==> src/pos_pkg.sv <==
// Constants, modes and carriers for the output-shaping stage.
// Assumes one 200 MHz clock and a classic Wishbone register bus.
package pos_pkg;

  ////////////////////////////////////////////////////////////////////////////
  // Register offsets, byte addresses on the bus.
  localparam logic [7:0] OFS_CTRL = 8'h00;
  localparam logic [7:0] OFS_PERIOD = 8'h04;
  localparam logic [7:0] OFS_BURNOUT = 8'h08;
  localparam logic [7:0] OFS_RAMP = 8'h0c;
  localparam logic [7:0] OFS_LSP = 8'h10;
  localparam logic [7:0] OFS_MVFIX = 8'h14;
  localparam logic [7:0] OFS_MVLIM = 8'h18;
  localparam logic [7:0] OFS_RATE = 8'h1c;
  localparam logic [7:0] OFS_STATUS = 8'h20;
  localparam logic [7:0] OFS_SETPOINT = 8'h24;

  // Control register fields, then field offsets in the period, fixed-MV and limit registers.
  localparam int CTRL_RUN = 0;
  localparam int CTRL_METH = 1;
  localparam int CTRL_PULSE = 3;
  localparam int CTRL_POSPROP = 4;
  localparam int CTRL_RSP_EN = 5;
  localparam int CTRL_SELF_TUNE = 6;
  localparam int CTRL_HOUR = 7;
  localparam int CTRL_VALVE = 8;
  localparam int PER_COOL = 8;
  localparam int FIX_ERR = 16;
  localparam int LIM_LO = 16;

  // Reset values.
  localparam logic [31:0] CTRL_RST = 32'h0000_0108;
  localparam logic [31:0] PERIOD_RST = 32'h0000_1414;
  localparam logic [31:0] MVLIM_RST = 32'hffce_041a;
  localparam logic [31:0] ZERO_RST = 32'h0000_0000;

  // Ranges, in 0.1 percent, 0.1 ampere and whole seconds.
  localparam logic [6:0] PER_MIN = 7'h01;
  localparam logic [6:0] PER_MAX = 7'h63;
  localparam logic signed [16:0] MV_MAX = 17'sh0041a;
  localparam logic signed [16:0] MV_STD_MIN = -17'sh00032;
  localparam logic signed [16:0] MV_HC_MIN = -17'sh0041a;
  localparam logic signed [16:0] MV_FULL = 17'sh003e8;
  localparam logic signed [16:0] MV_STEP = 17'sh00001;
  localparam logic [8:0] HB_MAX = 9'h1f4;
  localparam logic [9:0] RATE_MAX = 10'h3e8;
  localparam logic [13:0] RAMP_MAX = 14'h270f;

  // Time base.
  localparam longint CLK_HZ = 200_000_000;
  localparam longint CS_TIME_MS = 10;
  localparam int CYC_PER_CS = int'(CLK_HZ / 1000 * CS_TIME_MS);
  localparam logic [6:0] CS_PER_S = 7'h64;
  localparam logic [11:0] S_PER_MIN = 12'h03c;
  localparam logic [11:0] S_PER_HOUR = 12'he10;
  localparam logic [17:0] DUTY_DIV = 18'h0000a;

  ////////////////////////////////////////////////////////////////////////////
  typedef enum logic [1:0] {METH_STD, METH_HC, METH_ADV, METH_ONOFF}
    pos_meth_t;
  typedef enum logic [1:0] {VALVE_CLOSE, VALVE_HOLD, VALVE_OPEN}
    pos_valve_t;

  typedef struct packed {
    logic cyc;
    logic stb;
    logic we;
    logic [7:0] adr;
    logic [3:0] sel;
    logic [31:0] dat;
  } pos_wb_req_t;

  typedef struct packed {
    logic ack;
    logic [31:0] dat;
  } pos_wb_rsp_t;

  typedef struct packed {
    logic signed [11:0] mv_calc;
    logic [9:0] heater_current;
    logic sp_event;
    logic input_error;
    logic signed [15:0] remote_setpoint;
  } pos_proc_in_t;

endpackage

==> src/pos_top.sv <==
// Output-shaping stage: setpoint select and ramp, MV limits, rate limit,
// fixed stop and error outputs, time-proportional pulses, burnout alarm.
// Assumes a classic Wishbone master and inputs synchronous to clk_i.
//
// Functional notes
// Heat and cool pulse periods are 1 to 99 seconds, default 20.
// Pulsing only for pulse outputs and advanced, standard or heat/cool.
// Standard control uses the heat period only; cool side is idle.
// Heat/cool times each side with its own period.
// Burnout alarm when heater current is below threshold 0.0 to 50.0 A.
// Threshold 0.0 forces alarm off, 50.0 forces it on.
// Event on selects remote setpoint, off selects local, local default.
// Remote selection only with remote enabled and self-tuning off.
// Ramp limits setpoint change per time unit; zero disables ramping.
// Ramp value 0 to 9999 is kept apart from minute or hour unit.
// Stopped standard device outputs the stop MV.
// Input error outputs the error MV.
// Position type applies close, hold or open on stop and error.
// Fixed MVs span -5..105 standard, -105..105 heat/cool, default 0.
// Computed MV beyond a limit is output as that limit.
// Standard limits: lower+0.1 <= upper <= 105, -5 <= lower.
// Heat/cool limits: upper 0 to 105, lower -105 to 0.
// Position-proportional control ignores the MV limits.
// Output moves at most the rate limit per second; zero disables.
// Pulse on-time within a period is proportional to the MV.
`timescale 1ns/100ps
module pos_top #(
  parameter int CYC_PER_CS = pos_pkg::CYC_PER_CS
) (
  input wire logic clk_i,
  input wire logic rst_i,
  input wire pos_pkg::pos_wb_req_t wb_req_i,
  output pos_pkg::pos_wb_rsp_t wb_rsp_o,
  input wire pos_pkg::pos_proc_in_t proc_i,
  output logic heat_out_o,
  output logic cool_out_o,
  output logic heater_burnout_alarm_o,
  output logic valve_open_o,
  output logic valve_close_o,
  output logic signed [11:0] mv_out_o,
  output logic signed [15:0] setpoint_o
);
  import pos_pkg::*;

  localparam int DIV_W = $clog2(CYC_PER_CS + 1);

  ////////////////////////////////////////////////////////////////////////////
  // Helpers.

  // Byte-lane merge for register writes.
  function automatic logic [31:0] merge(input logic [31:0] o,
                                        input logic [31:0] n,
                                        input logic [3:0] s);
    logic [31:0] r;
    r = o;
    for (int i = 0; i < 4; i++) begin
      if (s[i]) begin
        r[i*8 +: 8] = n[i*8 +: 8];
      end
    end
    return r;
  endfunction

  // Saturating clamp on percent-tenths values.
  function automatic logic signed [16:0] clamp(input logic signed [16:0] v,
                                               input logic signed [16:0] lo,
                                               input logic signed [16:0] hi);
    logic signed [16:0] r;
    r = v;
    if (v < lo) begin
      r = lo;
    end else if (v > hi) begin
      r = hi;
    end
    return r;
  endfunction

  // Period field clamp into the legal seconds range.
  function automatic logic [6:0] per_clamp(input logic [6:0] p);
    logic [6:0] r;
    r = p;
    if (p < PER_MIN) begin
      r = PER_MIN;
    end else if (p > PER_MAX) begin
      r = PER_MAX;
    end
    return r;
  endfunction

  ////////////////////////////////////////////////////////////////////////////
  // Register file and Wishbone slave.

  logic [31:0] ctrl_q;
  logic [31:0] period_q;
  logic [31:0] burnout_q;
  logic [31:0] ramp_q;
  logic [31:0] lsp_q;
  logic [31:0] mvfix_q;
  logic [31:0] mvlim_q;
  logic [31:0] rate_q;
  logic [31:0] rd_d;
  logic ack_q;
  logic [31:0] rdat_q;
  logic req;
  logic signed [16:0] mv_q;
  logic signed [15:0] sp_q;
  logic alarm_q;
  logic remote_act;
  logic stopped;

  // The ack drop makes every access exactly one request long.
  assign req = wb_req_i.cyc & wb_req_i.stb & ~ack_q;

  // Software writes, one process for the whole register set.
  always_ff @(posedge clk_i) begin
    if (rst_i) begin
      ctrl_q <= CTRL_RST;
      period_q <= PERIOD_RST;
      burnout_q <= ZERO_RST;
      ramp_q <= ZERO_RST;
      lsp_q <= ZERO_RST;
      mvfix_q <= ZERO_RST;
      mvlim_q <= MVLIM_RST;
      rate_q <= ZERO_RST;
    end else if (req && wb_req_i.we) begin
      unique case (wb_req_i.adr)
        OFS_CTRL: ctrl_q <= merge(ctrl_q, wb_req_i.dat, wb_req_i.sel);
        OFS_PERIOD: period_q <= merge(period_q, wb_req_i.dat, wb_req_i.sel);
        OFS_BURNOUT: burnout_q <= merge(burnout_q, wb_req_i.dat,
                                        wb_req_i.sel);
        OFS_RAMP: ramp_q <= merge(ramp_q, wb_req_i.dat, wb_req_i.sel);
        OFS_LSP: lsp_q <= merge(lsp_q, wb_req_i.dat, wb_req_i.sel);
        OFS_MVFIX: mvfix_q <= merge(mvfix_q, wb_req_i.dat, wb_req_i.sel);
        OFS_MVLIM: mvlim_q <= merge(mvlim_q, wb_req_i.dat, wb_req_i.sel);
        OFS_RATE: rate_q <= merge(rate_q, wb_req_i.dat, wb_req_i.sel);
        default: ;
      endcase
    end
  end

  // Read mux; unmapped offsets read as zero and still acknowledge.
  always_comb begin
    rd_d = '0;
    unique case (wb_req_i.adr)
      OFS_CTRL: rd_d = ctrl_q;
      OFS_PERIOD: rd_d = period_q;
      OFS_BURNOUT: rd_d = burnout_q;
      OFS_RAMP: rd_d = ramp_q;
      OFS_LSP: rd_d = lsp_q;
      OFS_MVFIX: rd_d = mvfix_q;
      OFS_MVLIM: rd_d = mvlim_q;
      OFS_RATE: rd_d = rate_q;
      OFS_STATUS: rd_d = {4'h0, mv_q[11:0], 12'h000,
                          proc_i.input_error, stopped, remote_act, alarm_q};
      OFS_SETPOINT: rd_d = {{16{sp_q[15]}}, sp_q};
      default: rd_d = '0;
    endcase
  end

  // One-cycle acknowledge with registered read data.
  always_ff @(posedge clk_i) begin
    if (rst_i) begin
      ack_q <= 1'b0;
      rdat_q <= '0;
    end else begin
      ack_q <= req;
      if (req) begin
        rdat_q <= rd_d;
      end
    end
  end

  assign wb_rsp_o = '{ack: ack_q, dat: rdat_q};

  ////////////////////////////////////////////////////////////////////////////
  // Field decode.

  pos_meth_t meth;
  pos_valve_t valve;
  logic pulse_type;
  logic posprop;
  logic hour_unit;
  logic [13:0] ramp_v;
  logic [9:0] rate_v;
  logic [8:0] hb_thr;

  assign meth = pos_meth_t'(ctrl_q[CTRL_METH +: 2]);
  assign valve = pos_valve_t'(ctrl_q[CTRL_VALVE +: 2]);
  assign pulse_type = ctrl_q[CTRL_PULSE];
  assign posprop = ctrl_q[CTRL_POSPROP];
  assign hour_unit = ctrl_q[CTRL_HOUR];
  assign stopped = ~ctrl_q[CTRL_RUN];
  assign ramp_v = (ramp_q[13:0] > RAMP_MAX) ? RAMP_MAX : ramp_q[13:0];
  assign rate_v = (rate_q[9:0] > RATE_MAX) ? RATE_MAX : rate_q[9:0];
  assign hb_thr = (burnout_q[8:0] > HB_MAX) ? HB_MAX : burnout_q[8:0];

  ////////////////////////////////////////////////////////////////////////////
  // Time base: 10 ms ticks, seconds and ramp units as enable pulses.

  logic [DIV_W-1:0] div_q;
  logic [6:0] cs_q;
  logic [11:0] unit_q;
  logic [11:0] unit_len;
  logic cs_tick_q;
  logic sec_tick_q;
  logic unit_tick_q;

  // Unit changes only the divisor, so the ramp value keeps its meaning.
  assign unit_len = hour_unit ? S_PER_HOUR : S_PER_MIN;

  // Clock divider chain.
  always_ff @(posedge clk_i) begin
    if (rst_i) begin
      div_q <= '0;
      cs_q <= '0;
      unit_q <= '0;
      cs_tick_q <= 1'b0;
      sec_tick_q <= 1'b0;
      unit_tick_q <= 1'b0;
    end else begin
      cs_tick_q <= (div_q == DIV_W'(CYC_PER_CS - 1));
      div_q <= (div_q == DIV_W'(CYC_PER_CS - 1)) ? '0 : div_q + 1'b1;
      sec_tick_q <= 1'b0;
      unit_tick_q <= 1'b0;
      if (cs_tick_q) begin
        cs_q <= (cs_q == CS_PER_S - 7'h01) ? '0 : cs_q + 7'h01;
        sec_tick_q <= (cs_q == CS_PER_S - 7'h01);
      end
      if (sec_tick_q) begin
        // A shorter unit chosen mid-count wraps at once, no long wait.
        unit_q <= (unit_q >= unit_len - 12'h001) ? '0 : unit_q + 12'h001;
        unit_tick_q <= (unit_q >= unit_len - 12'h001);
      end
    end
  end

  ////////////////////////////////////////////////////////////////////////////
  // Setpoint source and ramp.

  logic signed [15:0] sp_target;
  logic signed [16:0] sp_diff;
  logic signed [16:0] ramp_s;

  // Self-tuning locks the source to local whatever the event says.
  assign remote_act = ctrl_q[CTRL_RSP_EN] & ~ctrl_q[CTRL_SELF_TUNE]
                      & proc_i.sp_event;
  assign sp_target = remote_act ? proc_i.remote_setpoint
                                : lsp_q[15:0];
  assign sp_diff = 17'(sp_target) - 17'(sp_q);
  assign ramp_s = $signed({3'b000, ramp_v});

  // Ramp steps once per time unit by at most the ramp value.
  always_ff @(posedge clk_i) begin
    if (rst_i) begin
      sp_q <= '0;
    end else if (ramp_v == '0) begin
      sp_q <= sp_target;
    end else if (unit_tick_q) begin
      if (sp_diff > ramp_s) begin
        sp_q <= 16'(17'(sp_q) + ramp_s);
      end else if (sp_diff < -ramp_s) begin
        sp_q <= 16'(17'(sp_q) - ramp_s);
      end else begin
        sp_q <= sp_target;
      end
    end
  end

  ////////////////////////////////////////////////////////////////////////////
  // Manipulated variable: fixed values, limits and rate limit.

  logic signed [16:0] lim_lo;
  logic signed [16:0] lim_hi;
  logic signed [16:0] fix_lo;
  logic signed [16:0] mv_calc;
  logic signed [16:0] mv_tgt;
  logic signed [16:0] mv_diff;
  logic signed [16:0] rate_s;
  logic fixed;

  assign mv_calc = 17'(proc_i.mv_calc);
  assign fixed = stopped | proc_i.input_error;
  assign fix_lo = (meth == METH_HC) ? MV_HC_MIN : MV_STD_MIN;
  assign rate_s = $signed({7'h00, rate_v});
  assign mv_diff = mv_tgt - mv_q;

  // Effective limits; out-of-range settings are pulled into range.
  always_comb begin
    if (meth == METH_HC) begin
      lim_hi = clamp(17'($signed(mvlim_q[15:0])), '0, MV_MAX);
      lim_lo = clamp(17'($signed(mvlim_q[LIM_LO +: 16])),
                     MV_HC_MIN, '0);
    end else begin
      lim_lo = clamp(17'($signed(mvlim_q[LIM_LO +: 16])),
                     MV_STD_MIN, MV_MAX - MV_STEP);
      lim_hi = clamp(17'($signed(mvlim_q[15:0])),
                     lim_lo + MV_STEP, MV_MAX);
    end
  end

  // Error outranks stop, since a bad input makes the stop value moot.
  always_comb begin
    if (proc_i.input_error) begin
      mv_tgt = clamp(17'($signed(mvfix_q[FIX_ERR +: 16])),
                     fix_lo, MV_MAX);
    end else if (stopped) begin
      mv_tgt = clamp(17'($signed(mvfix_q[15:0])), fix_lo, MV_MAX);
    end else if (posprop) begin
      mv_tgt = mv_calc;
    end else begin
      mv_tgt = clamp(mv_calc, lim_lo, lim_hi);
    end
  end

  // Fixed values take effect at once unless the position type holds; computed ones obey the rate limit.
  always_ff @(posedge clk_i) begin
    if (rst_i) begin
      mv_q <= '0;
    end else if (posprop && fixed && valve == VALVE_HOLD) begin
      mv_q <= mv_q;
    end else if (fixed || rate_v == '0) begin
      mv_q <= mv_tgt;
    end else if (sec_tick_q) begin
      mv_q <= clamp(mv_diff, -rate_s, rate_s) + mv_q;
    end
  end

  ////////////////////////////////////////////////////////////////////////////
  // Valve drive for the position-proportional type.

  // Normal running drives the valve toward the target position.
  always_ff @(posedge clk_i) begin
    if (rst_i) begin
      valve_open_o <= 1'b0;
      valve_close_o <= 1'b0;
    end else if (!posprop) begin
      valve_open_o <= 1'b0;
      valve_close_o <= 1'b0;
    end else if (fixed) begin
      valve_open_o <= (valve == VALVE_OPEN);
      valve_close_o <= (valve == VALVE_CLOSE);
    end else begin
      valve_open_o <= (mv_diff > 17'sh00000);
      valve_close_o <= (mv_diff < 17'sh00000);
    end
  end

  ////////////////////////////////////////////////////////////////////////////
  // Time-proportional outputs, heat side 0 and cool side 1.

  logic pulse_ok;
  logic side_en [2];
  logic [10:0] duty [2];
  logic out_q [2];

  // On/off control and non-pulse outputs switch as a plain level.
  assign pulse_ok = pulse_type & (meth != METH_ONOFF) & ~posprop;
  assign side_en[0] = ~posprop;
  assign side_en[1] = ~posprop & (meth == METH_HC);

  // Duty in tenths of percent, capped at full on.
  // A signed zero keeps the sign test signed; '0 would make it unsigned.
  always_comb begin
    duty[0] = (mv_q > 17'sh00000) ? 11'(clamp(mv_q, '0, MV_FULL)) : '0;
    duty[1] = (mv_q < 17'sh00000) ? 11'(clamp(-mv_q, '0, MV_FULL)) : '0;
  end

  for (genvar g = 0; g < 2; g++) begin : g_side
    logic [6:0] per;
    logic [13:0] len;
    logic [13:0] pcnt_q;
    logic on;

    assign per = per_clamp(period_q[g*PER_COOL +: 7]);
    assign len = 14'(per) * 14'(CS_PER_S);
    // On while elapsed time stays below duty times period.
    assign on = (18'(pcnt_q) * DUTY_DIV) < (18'(duty[g]) * 18'(per));

    // Period counter in 10 ms steps, restarting each period.
    always_ff @(posedge clk_i) begin
      if (rst_i) begin
        pcnt_q <= '0;
      end else if (cs_tick_q) begin
        pcnt_q <= (pcnt_q >= len - 14'h0001) ? '0 : pcnt_q + 14'h0001;
      end
    end

    // Output stage per side.
    always_ff @(posedge clk_i) begin
      if (rst_i) begin
        out_q[g] <= 1'b0;
      end else if (!side_en[g]) begin
        out_q[g] <= 1'b0;
      end else if (pulse_ok) begin
        out_q[g] <= on;
      end else begin
        out_q[g] <= (duty[g] != '0);
      end
    end
  end

  assign heat_out_o = out_q[0];
  assign cool_out_o = out_q[1];

  ////////////////////////////////////////////////////////////////////////////
  // Heater burnout alarm.

  // End points of the threshold range force the alarm regardless of load.
  always_ff @(posedge clk_i) begin
    if (rst_i) begin
      alarm_q <= 1'b0;
    end else if (hb_thr == '0) begin
      alarm_q <= 1'b0;
    end else if (hb_thr == HB_MAX) begin
      alarm_q <= 1'b1;
    end else begin
      alarm_q <= (proc_i.heater_current < 10'(hb_thr));
    end
  end

  assign heater_burnout_alarm_o = alarm_q;
  assign mv_out_o = mv_q[11:0];
  assign setpoint_o = sp_q;

endmodule // pos_top

==> config.mk <==
export PLATFORM = sky130hd
export DESIGN_NAME = pos_top
export DESIGN_NICKNAME = d
export VERILOG_FILES = /design/src/pos_pkg.sv /design/src/pos_top.sv
export SDC_FILE = /design/constraint.sdc
export NUM_CORES = 2
export LEC_CHECK = 0
export BUFFER_PORTS_ARGS = -buffer_cell sky130_fd_sc_hd__buf_4
export CORE_MARGIN = 1.5
export CORE_UTILIZATION = 46
export DETAILED_ROUTE_END_ITERATION = 12
export REMOVE_ABC_BUFFERS = 1
export SYNTH_ARGS = -nofsm -noshare
export SYNTH_HDL_FRONTEND = slang
export SYNTH_SLANG_ARGS = --single-unit
==> constraint.sdc <==
create_clock -name clk_i -period 39.2 [get_ports clk_i]
set_input_delay 1.96 -clock clk_i [delete_from_list [all_inputs] [get_ports clk_i]]
set_output_delay 1.96 -clock clk_i [all_outputs]
set_load 0.02 [all_outputs]
==> run metrics <==
Slew @ Worst Pin=~1.1 ns; CTS Hold Bufs=0; CP dominant cell by count=ha_1; clock sinks=slightly below 400; sequential-to-total area share from yosys stat=0.226; Buffers on Ports=154; Fin Setup TNS=0 ns; clk_skew=0.0322 ns; RePlAce Congestion=0.935; reg2reg start=mvlim_q[31]; # H-tree levels=2; post-DR wirelength/cell=around 22 um; Cells after DPL=5692; core area=between 70000 and 80000 um^2; Die ar.=78400 um^2; Max Clock Freq=around 0.066 GHz; Syn Area/Cell=about 7.6 um^2; Hold Path Depth=2; final count of negative-setup-slack endpoints=0; GR Overflow Total=0; routed wire length=between 100000 and 150000 um; Reg clk slew, reported paths=about 0.06 ns; unrepaired setup endpoints after global routing=no; hold_ws=0.456 ns; Detail Placement HPWL=96500 um; Slowest-stage cell, CP=dfxtp_1; First-pass DRT Iterations=7; Non-Filler Instances=approximately 5800; Synth Area in Adders=0.214; vias per cell=approximately 6; Fin. Hold Viols=0; reg2reg setup slack=between 20 and 25 ns; Pwr Density=27.1 nW/um^2; dpl ws=between 20 and 25 ns; Syn. warnings=0; mapped cell area=~35000 um^2; Post-synth EDFFs=2; largest net degree at the start of global routing=133; Cell variety after synth=between 100 and 150; flops & latches, synth=between 300 and 400; cell count of the worst reg-to-reg path=just over 60; required time of the critical path=between 30 and 40 ns; Root Driver=clkbuf_16; hold crit path type=register to register; vias in the first global route=roughly 32000; WP data arrival=between 15 and 20 ns; DRC Markers=0; startpoint type of the worst setup path=register; via count=approximately 34000; Slew HR=0.263; initial antenna violation count=7; Die H=around 280 um; Slew Limit Fails=0; fin crit period=between 15 and 20 ns; Hold EP=ctrl_q[16]; Min-Delay Startpoint=ctrl_q[16]; share of post-route cells with drive strength above 1=0.0786; post-CTS sizing=0; Setup crit end kind=register; largest family of logic cells by synthesized area=simple AND/OR/NAND/NOR gates; async set-reset flop share out of synthesis=0; worst skew pair latency=roughly 0.6 ns; first-pass GRT wire length=approximately 190000 um; area growth from synthesis to final layout=10.4%; ys flop type=dfxtp_1; Synth Area in Compound Gates=0.210; Synth Area in Simple Gates=0.223; clock buffer count from CTS=48; Post-Synthesis Cells=~4700; crit-path max FO=16; Initial Util=0.465; FF-to-FF End=mv_q[15]; postcts setup bufs=0; Clock Path Buffers=3; most frequent cells in the layout=nand2_1, a21oi_1, ha_1; commonest non-fill, non-tap cell in the layout=nand2_1; Final ANT Viol Nets=0; CTS tree=done; Die Width=280 um; maximum VDD drop=about 29 uV; Rows=around 100; setup slack after layout=roughly 24 ns; Nets=between 5000 and 6000; post-synthesis mux area share=0.0154; leak pwr=16.6 nW; Crit Path Class=register to register; total track usage=0.314; Initial DRC Count=3400; Pwr Total=approximately 1.1 mW; max_cap viols=0; largest stage delay on the critical path=between 0.7 and 0.8 ns; status=completed; period utilisation layout=0.386; Synth Area in XOR/XNOR=0.0528; # IOs=~160
-- worst max-delay path by stage --
stage                     slack, ns       end         from
final                         24.09  mv_q[15]  mvlim_q[31]
after global routing          22.96  mv_q[15]  mvlim_q[31]
after CTS                     24.20  mv_q[15]  mvlim_q[31]
after detailed placement      24.29  mv_q[15]  mvlim_q[31]
after global placement        24.35  mv_q[15]  mvlim_q[31]
after floorplan               25.76  mv_q[15]  mvlim_q[31]
-- sequential cells by signal, summed over array words and instances (netlist names), 2 cells and up --
name,count
div_q,21
period_q,32
ctrl_q,32
burnout_q,32
mvfix_q,32
ramp_q,32
mv_q,17
setpoint_o,16
lsp_q,32
rate_q,32
cs_q,7
rdat_q,32
g_side.pcnt_q,28
unit_q,12
out_q,2
mvlim_q,32
-- cell families after synthesis --
logic type	Yosys count
AO/OA/AOI/OAI	1168
XOR/XNOR	212
adder cells (fa/ha/maj)	545
buffers and inverters	527
flip-flops	398
multiplexers	51
other	2
AND/OR/NAND/NOR	1767
-- stage by stage --
stage / area [um^2] / utilization
global route: 39000 / 0.513
CTS: 39000 / 0.513
detailed placement: 37400 / 0.492
floorplan: 34500 / -
finish: 39000 / 0.513
global placement: 37400 / 0.492
-- report_power, final --
group | switching (mW) | leakage (nW) | internal [mW] | total (mW)
clock network | 0.190 | 0.786 | 0.274 | 0.464
logic | 0.114 | 12.6 | 0.0702 | 0.184
registers | 0.00135 | 3.21 | 0.406 | 0.407
-- cell type report --
| cell class | count | area (um^2) |
|---|---|---|
| fill | 7604 | 37000 |
| multi-input combinational | 3759 | 25400 |
| sequential | 398 | 7990 |
| timing repair buffer | 200 | 1520 |
| clock buffer | 67 | 1390 |
| tap | 1030 | 1290 |
| inverter | 305 | 1140 |
| clock inverter | 15 | 230 |
| antenna | 2 | 5.00 |
-- critical path, delay by kind of cell (launching register included) --
| kind | cells | cell delay [ns] |
|---|---|---|
| AOI/OAI and AO/OA | 30 | 7.16 |
| xor gates and xnor gates | 3 | 0.44 |
| adders and majority gates | 6 | 1.91 |
| buffers and inverters | 3 | 0.78 |
| DFF | 1 | 0.73 |
| muxes | 3 | 0.87 |
| and+or+nand+nor | 16 | 3.00 |
-- metal layers --
metal | global-route usage | part of all wire | up-vias
met5 | 0 | 0.00044 | -
li1 | - | - | 16424
met1 | 0.428 | 0.44 | 16268
met4 | 0.109 | 0.036 | 8
met3 | 0.0515 | 0.083 | 242
met2 | 0.500 | 0.44 | 1366
-- cells in the mapped netlist (58+ instances only) --
library cell / number / area [um^2]
dfxtp_1: 396 / 7930
ha_1: 444 / 5560
nand3_1: 108 / 541
nor3_1: 87 / 435
fa_1: 99 / 1980
a22oi_1: 62 / 465
nor2_1: 346 / 1300
xor2_1: 87 / 762
clkbuf_1: 152 / 571
inv_1: 299 / 1120
xnor2_1: 124 / 1090
o21ai_0: 167 / 836
nand2_1: 874 / 3280
a21o_1: 67 / 503
a31oi_1: 58 / 363
a21oi_1: 484 / 2420
Note: power is estimated with default switching activity, not from simulation.
